<file path="config.mk">
export PLATFORM = sky130hd
export DESIGN_NAME = trip_block_logic
export DESIGN_NICKNAME = d
export VERILOG_FILES = /design/src/rtl/trip_logic_pkg.sv /design/src/rtl/delay_timer.sv /design/src/rtl/trip_block_logic.sv
export SDC_FILE = /design/constraint.sdc
export NUM_CORES = 1
export LEC_CHECK = 0
export CAP_MARGIN = 25
export CORE_MARGIN = 2
export CORE_UTILIZATION = 58
export DETAILED_ROUTE_END_ITERATION = 12
export DONT_BUFFER_PORTS = 1
export GPL_ROUTABILITY_DRIVEN = 0
export HOLD_SLACK_MARGIN = 0.03
export PLACE_DENSITY = 0.86
export SLEW_MARGIN = 20
export SYNTH_ARGS = -nofsm -noshare
export SYNTH_HDL_FRONTEND = slang
export SYNTH_SLANG_ARGS = --single-unit
</file>
<file path="constraint.sdc">
create_clock -name clk_sys -period 2.3 [get_ports clk_sys]
set_input_delay 0.23 -clock clk_sys [delete_from_list [all_inputs] [get_ports clk_sys]]
set_output_delay 0.23 -clock clk_sys [all_outputs]
set_load 0.005 [all_outputs]
</file>
<file path="src/rtl/trip_logic_pkg.sv">
package trip_logic_pkg;
  localparam int CLK_HZ = 20000000;
  localparam int LEVEL_BLOCK_MS = 100;
  localparam int STRETCH_MS = 20;
  localparam int EXT_BLOCK_MS = 100;
  localparam int ALARM_MS = 2000;
  localparam int PRETRIP_340_US = 4500;
  localparam int PRETRIP_680_US = 2500;
  localparam int TRIP_SEQ_MS = 10;
  localparam int GUARD_QUAL_MS = 10;
  localparam int HARD_GUARD_MS = 100;
  localparam int HYST_MS = 20;
  localparam int BLOCK_TIMER_MS = 100;
  localparam int RESTORE_MS = 100;
  // every wait rounds down: the clock is divided to cycles per ms or per us first
  localparam int LEVEL_BLOCK_CYC = (CLK_HZ / 1000) * LEVEL_BLOCK_MS;
  localparam int STRETCH_CYC = (CLK_HZ / 1000) * STRETCH_MS;
  localparam int EXT_BLOCK_CYC = (CLK_HZ / 1000) * EXT_BLOCK_MS;
  localparam int ALARM_CYC = (CLK_HZ / 1000) * ALARM_MS;
  localparam int PRETRIP_340_CYC = (CLK_HZ / 1000000) * PRETRIP_340_US;
  localparam int PRETRIP_680_CYC = (CLK_HZ / 1000000) * PRETRIP_680_US;
  localparam int TRIP_SEQ_CYC = (CLK_HZ / 1000) * TRIP_SEQ_MS;
  localparam int GUARD_QUAL_CYC = (CLK_HZ / 1000) * GUARD_QUAL_MS;
  localparam int HARD_GUARD_CYC = (CLK_HZ / 1000) * HARD_GUARD_MS;
  localparam int HYST_CYC = (CLK_HZ / 1000) * HYST_MS;
  localparam int BLOCK_TIMER_CYC = (CLK_HZ / 1000) * BLOCK_TIMER_MS;
  localparam int RESTORE_CYC = (CLK_HZ / 1000) * RESTORE_MS;

  typedef struct packed {
    logic high_trip;
    logic low_trip;
    logic guard;
    logic [1:0] level_fault;
    logic [1:0] noise_high;
    logic [1:0] noise_low;
  } detect_t;

  typedef struct packed {
    logic block_slow;
    logic block_fast;
    logic noise_block;
    logic diag_block;
    logic undervolt;
  } block_in_t;

  typedef struct packed {
    logic block;
    logic block_relay_on;
    logic block_lamp;
    logic alarm;
    logic alarm_lamp;
    logic alarm_relay_on;
    logic trip;
  } status_t;
endpackage : trip_logic_pkg

</file>
<file path="src/rtl/delay_timer.sv">
`timescale 1ns/1ps
// output rises only after input held high for the full count; drops at once
module delay_timer #(
  parameter int COUNT = 1,
  parameter int W     = 26
) (
  input  wire logic clk_sys,
  input  wire logic reset,
  input  wire logic ce,
  input  wire logic in_lvl,
  input  wire logic rst_val,
  output logic      out_lvl
);
  logic [W-1:0] cnt_q;

  always_ff @(posedge clk_sys) begin
    if (reset) begin
      cnt_q <= '0;
    end else if (ce) begin
      if (!in_lvl) begin
        cnt_q <= '0;
      end else if (cnt_q != W'(COUNT)) begin
        cnt_q <= cnt_q + W'(1);
      end
    end
  end

  always_ff @(posedge clk_sys) begin
    if (reset) begin
      out_lvl <= rst_val;
    end else if (ce) begin
      out_lvl <= in_lvl && (cnt_q >= W'(COUNT - 1));
    end
  end
endmodule : delay_timer

</file>
<file path="src/rtl/trip_block_logic.sv">
`timescale 1ns/1ps
module trip_block_logic
  import trip_logic_pkg::*;
#(
  parameter int LEVEL_CYC   = LEVEL_BLOCK_CYC,
  parameter int STR_CYC     = STRETCH_CYC,
  parameter int EXT_CYC     = EXT_BLOCK_CYC,
  parameter int ALM_CYC     = ALARM_CYC,
  parameter int PT340_CYC   = PRETRIP_340_CYC,
  parameter int PT680_CYC   = PRETRIP_680_CYC,
  parameter int SEQ_CYC     = TRIP_SEQ_CYC,
  parameter int GQ_CYC      = GUARD_QUAL_CYC,
  parameter int HG_CYC      = HARD_GUARD_CYC,
  parameter int HY_CYC      = HYST_CYC,
  parameter int BT_CYC      = BLOCK_TIMER_CYC,
  parameter int RS_CYC      = RESTORE_CYC
) (
  input  wire logic      clk_sys,
  input  wire logic      reset,
  input  wire logic      ce,
  input  wire detect_t   det_pin,
  input  wire block_in_t blk_pin,
  input  wire logic      spacing_680,
  input  wire logic      guard_every_trip,
  output status_t        status
);
  detect_t   det_s1_q, det_q;
  block_in_t blk_s1_q, blk_q;

  // pins cross in through two flops; nothing reads the first
  always_ff @(posedge clk_sys) begin
    if (reset) begin
      det_s1_q <= '0;
      det_q    <= '0;
      blk_s1_q <= '0;
      blk_q    <= '0;
    end else if (ce) begin
      det_s1_q <= det_pin;
      det_q    <= det_s1_q;
      blk_s1_q <= blk_pin;
      blk_q    <= blk_s1_q;
    end
  end

  logic noise_any, noise_hi, guard_loss;
  logic level_blk, stretch_in, stretch_q, stretch_raw, guard_ok20;
  logic ext_blk, hi_trip_ok, pt_a, pt_b, low_trip_ok;
  logic guard_q10, guard_q100, hard_seen_q, hyst_q;
  logic collect, bt_out, restore_ok, block_cond;
  logic alarm_t, first_done_q, gate_guard, trip_d, uv;
  logic hyst_cnt_en, alarm_on;
  logic [25:0] hyst_cnt_q;

  assign uv         = blk_q.undervolt;
  assign noise_any  = |det_q.noise_high || |det_q.noise_low;
  assign noise_hi   = |det_q.noise_high;
  assign guard_loss = !det_q.guard;

  delay_timer #(.COUNT(LEVEL_CYC)) u_level (
    .clk_sys(clk_sys), .reset(reset), .ce(ce), .in_lvl(|det_q.level_fault),
    .rst_val(1'b0), .out_lvl(level_blk));

  // stretcher: raises with high-channel noise or guard loss, holds until 20 ms of clean guard
  assign stretch_in = noise_hi || guard_loss;
  delay_timer #(.COUNT(STR_CYC)) u_stretch (
    .clk_sys(clk_sys), .reset(reset), .ce(ce), .in_lvl(!stretch_in),
    .rst_val(1'b0), .out_lvl(guard_ok20));
  assign stretch_raw = !guard_ok20;
  assign stretch_q   = stretch_raw && !hyst_q;

  delay_timer #(.COUNT(EXT_CYC)) u_ext (
    .clk_sys(clk_sys), .reset(reset), .ce(ce), .in_lvl(blk_q.block_slow),
    .rst_val(1'b0), .out_lvl(ext_blk));

  // collected slow block requests pass the block timer
  assign collect = stretch_q || level_blk || blk_q.noise_block;
  delay_timer #(.COUNT(BT_CYC)) u_block (
    .clk_sys(clk_sys), .reset(reset), .ce(ce), .in_lvl(collect),
    .rst_val(1'b1), .out_lvl(bt_out));

  // restore: permission returns 100 ms after every prohibition clears
  delay_timer #(.COUNT(RS_CYC)) u_restore (
    .clk_sys(clk_sys), .reset(reset), .ce(ce),
    .in_lvl(!(bt_out || ext_blk || blk_q.block_fast || uv)),
    .rst_val(1'b0), .out_lvl(restore_ok));
  assign block_cond = !restore_ok || blk_q.block_fast || uv;

  delay_timer #(.COUNT(ALM_CYC)) u_alarm (
    .clk_sys(clk_sys), .reset(reset), .ce(ce), .in_lvl(block_cond),
    .rst_val(1'b0), .out_lvl(alarm_t));
  // alarm falls with the block it times, not one cycle after it
  assign alarm_on = (alarm_t && block_cond) || uv;

  // pre-trip qualifier on high-level trip, spacing picks the count
  delay_timer #(.COUNT(PT340_CYC)) u_pt340 (
    .clk_sys(clk_sys), .reset(reset), .ce(ce),
    .in_lvl(det_q.high_trip && !spacing_680), .rst_val(1'b0), .out_lvl(pt_a));
  delay_timer #(.COUNT(PT680_CYC)) u_pt680 (
    .clk_sys(clk_sys), .reset(reset), .ce(ce),
    .in_lvl(det_q.high_trip && spacing_680), .rst_val(1'b0), .out_lvl(pt_b));
  assign hi_trip_ok = (pt_a || pt_b) && !noise_any && !block_cond;

  delay_timer #(.COUNT(SEQ_CYC)) u_seq (
    .clk_sys(clk_sys), .reset(reset), .ce(ce), .in_lvl(det_q.low_trip),
    .rst_val(1'b0), .out_lvl(low_trip_ok));

  delay_timer #(.COUNT(GQ_CYC)) u_gq (
    .clk_sys(clk_sys), .reset(reset), .ce(ce), .in_lvl(det_q.guard),
    .rst_val(1'b0), .out_lvl(guard_q10));
  delay_timer #(.COUNT(HG_CYC)) u_hg (
    .clk_sys(clk_sys), .reset(reset), .ce(ce), .in_lvl(det_q.guard && !block_cond),
    .rst_val(1'b0), .out_lvl(guard_q100));

  // hard block needs the long guard before trips return
  always_ff @(posedge clk_sys) begin
    if (reset) begin
      hard_seen_q <= 1'b1;
    end else if (ce) begin
      if (bt_out || uv) begin
        hard_seen_q <= 1'b1;
      end else if (guard_q100) begin
        hard_seen_q <= 1'b0;
      end
    end
  end

  // guard armed latch: set by qualified guard, kept through trip in both modes
  logic armed_q;
  always_ff @(posedge clk_sys) begin
    if (reset) begin
      armed_q <= 1'b0;
    end else if (ce) begin
      if (guard_q10 && !hard_seen_q) begin
        armed_q <= 1'b1;
      end else if (block_cond || hard_seen_q) begin
        armed_q <= 1'b0;
      end else if (guard_every_trip && !trip_d && det_q.guard) begin
        armed_q <= armed_q;
      end else if (guard_every_trip && !trip_d && !det_q.guard && !guard_q10
                   && !status.trip) begin
        armed_q <= armed_q;
      end
    end
  end

  // every-trip mode: a trip ending drops the arm until guard qualifies again
  always_ff @(posedge clk_sys) begin
    if (reset) begin
      first_done_q <= 1'b0;
    end else if (ce) begin
      if (!armed_q || guard_q10) begin
        first_done_q <= 1'b0;
      end else if (status.trip && !trip_d && guard_every_trip) begin
        first_done_q <= 1'b1;
      end
    end
  end
  assign gate_guard = armed_q && !first_done_q;

  assign trip_d = hi_trip_ok && low_trip_ok && guard_loss && gate_guard
                  && !blk_q.diag_block && !uv;

  // hysteresis: arms at trip start, holds 20 ms after dropout
  assign hyst_cnt_en = (hyst_cnt_q != '0);
  always_ff @(posedge clk_sys) begin
    if (reset) begin
      hyst_cnt_q <= '0;
    end else if (ce) begin
      if (trip_d) begin
        hyst_cnt_q <= 26'(HY_CYC);
      end else if (hyst_cnt_en) begin
        hyst_cnt_q <= hyst_cnt_q - 26'h1;
      end
    end
  end
  assign hyst_q = hyst_cnt_en;

  // outputs from flops
  always_ff @(posedge clk_sys) begin
    if (reset) begin
      status <= '{block: 1'b1, block_relay_on: 1'b0, block_lamp: 1'b1,
                  alarm: 1'b0, alarm_lamp: 1'b0, alarm_relay_on: 1'b1,
                  trip: 1'b0};
    end else if (ce) begin
      status.block          <= block_cond;
      status.block_relay_on <= !block_cond;
      status.block_lamp     <= block_cond;
      status.alarm          <= alarm_on;
      status.alarm_lamp     <= alarm_on;
      status.alarm_relay_on <= !alarm_on;
      status.trip           <= trip_d;
    end
  end
endmodule : trip_block_logic

</file>
=== Word level (Yosys, flattened, before mapping) ===
Index checks and enable logic that the tools add are counted.

* Register bits after elaboration: 359
* Input port bits: 19
* Output and inout bits: 7

* Add/subtract/negate cells: 12
* $lt $le $gt $ge: 11
* Eq/ne operators: 20
* Mux-type cells: 30
* Reduce and logical (&&, ||, !) cells: 82

{| class="wikitable"
|+ Operators with widths
! cell !! number
|-
| $mux W26 || 24
|-
| $add A26 B1 Y26 const B || 11
|-
| $ge A26 B21 Y1 const B || 5
|-
| $ne A26 B21 Y1 const B || 5
|-
| $ge A26 B18 Y1 const B || 2
|-
| $ne A26 B18 Y1 const B || 2
|-
| $reduce_and A2 Y1 || 15
|-
| $logic_and A1 B1 Y1 || 27
|-
| $ge A26 B16 Y1 const B || 1
|-
| $ge A26 B17 Y1 const B || 1
|-
| $ge A26 B19 Y1 const B || 1
|-
| $ge A26 B26 Y1 const B || 1
|-
| $ne A26 B16 Y1 const B || 1
|-
| $ne A26 B17 Y1 const B || 1
|-
| $ne A26 B19 Y1 const B || 1
|-
| $ne A26 B26 Y1 const B || 1
|-
| $reduce_bool A26 Y1 || 1
|-
| $sub A26 B1 Y26 const B || 1
|-
| $logic_not A1 Y1 || 16
|-
| $logic_or A1 B1 Y1 || 14
|-
| $reduce_bool A2 Y1 || 6
|-
| $ne A2 B2 Y1 const B || 5
|-
| $ne A2 B1 Y1 const B || 4
|-
| $mux W1 || 6
|-
| $reduce_or A2 Y1 || 3
|}

=== Depth between registers and ports, before layout ===
* Depth in word-level cells: 15
* Depth in mapped cells: 9
* Mapped depth without buffers: 7

=== Cells and area by module ===
From an unflattened synthesis, not the netlist that was laid out.

* Cell total of the unflattened synthesis: 2487
* Area total of the unflattened synthesis: 20273.2 um^2

{| class="wikitable"
|+ By module, submodules not included
! module !! times used !! cells an instance !! area an instance (um^2) !! sequential area each (um^2)
|-
| delay_timer at u_block ... || 5 || 190 || 1544.0 || 550.5
|-
| delay_timer at u_gq ... || 2 || 209 || 1636.6 || 550.5
|-
| trip_block_logic || 1 || 328 || 2875.3 || 1241.2
|-
| delay_timer at u_alarm || 1 || 216 || 1746.7 || 550.5
|-
| delay_timer at u_pt680 || 1 || 195 || 1640.3 || 550.5
|-
| delay_timer at u_pt340 || 1 || 206 || 1580.3 || 550.5
|-
| delay_timer at u_stretch || 1 || 174 || 1437.6 || 550.5
|}

=== Worst setup path after synthesis ===
No wires, ideal clock.

* Path type: register -> register
* From: reg det_q[6] (netlist name)
* To: reg hyst_cnt_q[13]
* Setup time: 0.132 ns
* Arrival: 2.265 ns
* Required time: 2.168 ns
* Slack: -0.098 ns
* Stages on the path, launching flop included: 8
* Buffers on the path: 2
* Cells stage by stage: dfxtp_1 -> buf_6 -> or4b_4 -> or4b_4 -> o211a_1 -> buf_2 -> o41ai_1 -> a21oi_1

* Longest elaborated chain between the ends: 7

{| class="wikitable"
|+ Ends and longest elaborated chain
! item !! line !! text
|-
| start, declared || trip_block_logic.sv:27 || <nowiki>detect_t det_s1_q, det_q;</nowiki>
|-
| start signal, assigned || trip_block_logic.sv:39 || <nowiki>det_q <= det_s1_q;</nowiki>
|-
| $logic_not A1 Y1 * || - ||
|-
| $logic_and A1 B1 Y1 * (2 in a row) || trip_block_logic.sv:160 || <nowiki>assign trip_d = hi_trip_ok && low_trip_ok && guard_loss && gate_guard</nowiki>
|-
| $logic_and A1 B1 Y1 * (2 in a row) || trip_block_logic.sv:161 || <nowiki>&& !blk_q.diag_block && !uv;</nowiki>
|-
| $reduce_bool A2 Y1 (no source line) || - ||
|-
| $reduce_and A2 Y1 (no source line) || - ||
|-
| end signal, assigned || trip_block_logic.sv:170 || <nowiki>hyst_cnt_q <= 26'(HY_CYC);</nowiki>
|-
| end signal, assigned || trip_block_logic.sv:172 || <nowiki>hyst_cnt_q <= hyst_cnt_q - 26'h1;</nowiki>
|-
| end, declared || trip_block_logic.sv:52 || <nowiki>logic [25:0] hyst_cnt_q;</nowiki>
|}

Every way passes the cells marked *; elsewhere a longest branch is shown, timed or not.
A chain may end at the register's enable or synchronous reset.

=== Worst setup path after layout ===
* From: reg blk_q[1] (netlist name)
* To: reg hyst_cnt_q[14]

* Longest elaborated chain between the ends: 5

{| class="wikitable"
|+ Ends and longest elaborated chain
! item !! line !! text
|-
| start, declared || trip_block_logic.sv:28 || <nowiki>block_in_t blk_s1_q, blk_q;</nowiki>
|-
| start signal, assigned || trip_block_logic.sv:41 || <nowiki>blk_q <= blk_s1_q;</nowiki>
|-
| $logic_not A1 Y1 * || trip_block_logic.sv:161 ||
|-
| $logic_and A1 B1 Y1 * (2 in a row) || trip_block_logic.sv:161 ||
|-
| $reduce_bool A2 Y1 (no source line) || - ||
|-
| $reduce_and A2 Y1 (no source line) || - ||
|}

Marks and branches as above.

==> impl_metrics.sql <==
INSERT INTO impl_metrics (metric_group, metric, value, unit) VALUES
('logic_synthesis', 'synth.largest_area_cell', 'sky130_fd_sc_hd__dfxtp_1', ''),
('logic_synthesis', 'mappedNetlistNets', '2241', ''),
('place', 'detailedPlacementHpwl', '29200', 'um'),
('layout', 'diodes', '0', ''),
('floorplan', 'initial_core_util', '59.1', '%'),
('layout', 'postLayoutCellArea', '0.0215', 'mm^2'),
('timing', 'slew_at_the_pin_closest_to_its_max_slew_limit', '0.820', 'ns'),
('drt', 'detail-route-antenna-nets', '0', ''),
('logic_synthesis', 'synth_top_cells_by_area', 'sky130_fd_sc_hd__dfxtp_1 (40%), sky130_fd_sc_hd__a21oi_1 (5.4%), sky130_fd_sc_hd__nor2_1 (4.3%), sky130_fd_sc_hd__or3_1 (4.1%), sky130_fd_sc_hd__o21ai_0 (3.4%)', ''),
('drt', 'dr_total_vias', '18100', ''),
('timing', 'hold_violations_final', '0', ''),
('clock_tree', 'cts_buffer_depth', '3', ''),
('clock_tree', 'clock_latency', '0.54', 'ns'),
('power_and_ir_drop', 'overall_power', '15.5', 'mW'),
('critical_path', 'worst-endpoint-arrival', '2.89', 'ns'),
('power_and_ir_drop', 'power_leakage', '7.34', 'nW'),
('critical_path', 'worstSetupPathType', 'flop to flop', ''),
('layout', 'filler_cell_count', '2138', ''),
('floorplan', 'die_w', '181', 'um'),
('logic_synthesis', 'edff_count_synth', '0', ''),
('floorplan', 'design.die.area', '0.0327', 'mm^2'),
('critical_path', 'critical_path_fanout_max', '6', ''),
('run', 'maxCapViolations', '0', ''),
('logic_synthesis', 'synth_cells', '2198', ''),
('timing', 'fin_crit_sh', '105', '%'),
('global_route', 'met2_usage', '49.7', '%'),
('critical_path', 'cp.required', '2.77', 'ns'),
('layout', 'drive_above_1_share', '13.3', '%'),
('timing', 'holdWs', '0.0368', 'ns'),
('drt', 'drt-vias-per-instance', '6.59', ''),
('floorplan', 'placement_rows', '64', ''),
('critical_path', 'critical_path.endpoint_type', 'flop', ''),
('global_route', 'use_met1', '35.0', '%'),
('logic_synthesis', 'synth_ff_type', 'sky130_fd_sc_hd__dfxtp_1', ''),
('timing', 'finClkSkew', '0.0238', 'ns'),
('place', 'placement.setup.worst_slack', '-0.0798', 'ns'),
('layout', 'layout_commonest_cell', 'sky130_fd_sc_hd__dfxtp_1', ''),
('timing', 'fin_tns_setup', '-1.79', 'ns'),
('outcome', 'status', 'complete, but fails checks', ''),
('global_route', 'number_of_antenna_violations_at_the_first_check_in_global_routing', '0', ''),
('clock_tree', 'cts_tree', 'yes', ''),
('floorplan', 'core-area', '0.0307', 'mm^2'),
('layout', 'synthToLayoutAreaGrowth', '18.9', '%'),
('global_route', 'global_route.overflow_total', '0', ''),
('logic_synthesis', 'ys_warn_count', '0', ''),
('clock_tree', 'cts.root.buffer_cell', 'sky130_fd_sc_hd__clkbuf_16', ''),
('timing', 'finalSetupViolCount', '32', ''),
('logic_synthesis', 'ys_async_rst_share', '0', '%'),
('logic_synthesis', 'postSynthAreaPerCell', '8.24', 'um^2'),
('global_route', 'grt_pass1_wl', '81100', 'um'),
('drt', 'detail_route.wirelength', '50200', 'um'),
('drt', 'first_iter_violations', '1695', ''),
('logic_synthesis', 'ys_seq_area_share', '39.7', '%'),
('place', 'placed_cells', '2601', ''),
('layout', 'area_of_the_multi_input_gates', '0.0106', 'mm^2'),
('timing', 'fmax', '0.412', 'GHz'),
('timing', 'period_needed', '2.43', 'ns'),
('outcome', 'violated_checks', 'negative setup slack', ''),
('power_and_ir_drop', 'pwr_density_cell', '720', 'mW/mm^2'),
('drt', 'drt-pass1-iter-count', '6', ''),
('logic_synthesis', 'synth_seq_cells', '359', ''),
('place', 'place.port_buffers', '0', ''),
('floorplan', 'boundary_pin_count', '26', ''),
('timing', 'setup_ws', '-0.126', 'ns'),
('clock_tree', 'clkTransAtPathRegs', '0.06', 'ns'),
('global_route', 'grt_max_degree', '66', ''),
('min_path', 'holdCritPathClass', 'input port to flop', ''),
('logic_synthesis', 'yosys.area.top_type_share', '39.7', '%'),
('timing', 'number_of_pins_with_negative_max_slew_slack_in_the_final_report', '0', ''),
('layout', 'nNetsFinal', '2367', ''),
('critical_path', 'startpoint_type', 'flop', '');
## worst paths after layout
check	start	end	slack (ns)	cells after the start
max reg2reg	blk_q[1]	hyst_cnt_q[14]	-0.13	6
min	reset	u_restore.cnt_q[4]	0.04	2
min reg2reg	status[1]	status[1]	0.47	2
max	blk_q[1]	hyst_cnt_q[14]	-0.13	6
## synthesized netlist by cell type, types with 43 or more instances
master / count
sky130_fd_sc_hd__a21oi_1: 194
sky130_fd_sc_hd__or4_1: 68
sky130_fd_sc_hd__nand2_1: 141
sky130_fd_sc_hd__nand3_1: 112
sky130_fd_sc_hd__o31ai_1: 44
sky130_fd_sc_hd__dfxtp_1: 359
sky130_fd_sc_hd__or3_1: 120
sky130_fd_sc_hd__clkbuf_1: 82
sky130_fd_sc_hd__o21ai_0: 124
sky130_fd_sc_hd__nor2_1: 206
sky130_fd_sc_hd__inv_1: 68
sky130_fd_sc_hd__nand4_1: 79
sky130_fd_sc_hd__nor3_1: 43
sky130_fd_sc_hd__xor2_1: 60
## repair_timing
action,in CTS,in global routing
gates resized for setup,13,100
endpoints found under the hold margin,114,0
gates cloned,2,6
setup buffers,2,15
hold buffers,54,0
pin swaps,7,45
setup endpoints to repair,31,135
## logic make-up after synthesis
group,after synthesis,share of synthesized area (%)
and+or+nand+nor,982,30.0
AOI/OAI and AO/OA,518,17.9
DFF,359,39.7
buffers and inverters,176,3.84
xor gates and xnor gates,100,4.83
muxes,39,2.18
adders and majority gates,24,1.66
## power breakdown
group | switching, mW | internal, mW
sequential | 0.178 | 6.39
clock | 2.65 | 3.89
combinational | 1.39 | 1.02
total | 4.21 | 11.3
## cell type report
class / instances / area share, %
Clock inverter: 24 / 1.39
Clock buffer: 47 / 4.76
Tap cell: 396 / 2.30
Sequential cell: 359 / 33.5
Timing Repair Buffer: 192 / 7.75
Inverter: 68 / 1.18
Multi-Input combinational cell: 1664 / 49.2
## per-layer routing
layer | share of wire, % | up-vias
met3 | 7.8 | 207
met4 | 4.0 | 0
met1 | 39 | 8608
met2 | 49 | 869
met5 | 0 | -
li1 | - | 8446
## critical path, stage by stage, from the launching register on
cell	delay [ns]
sky130_fd_sc_hd__dfxtp_1	0.35
sky130_fd_sc_hd__or3b_2	0.48
sky130_fd_sc_hd__or4b_4	0.55
sky130_fd_sc_hd__buf_4	0.16
sky130_fd_sc_hd__o211a_4	0.25
sky130_fd_sc_hd__or4_1	0.40
sky130_fd_sc_hd__a21oi_1	0.17
Note: power is estimated with default switching activity, not from simulation.
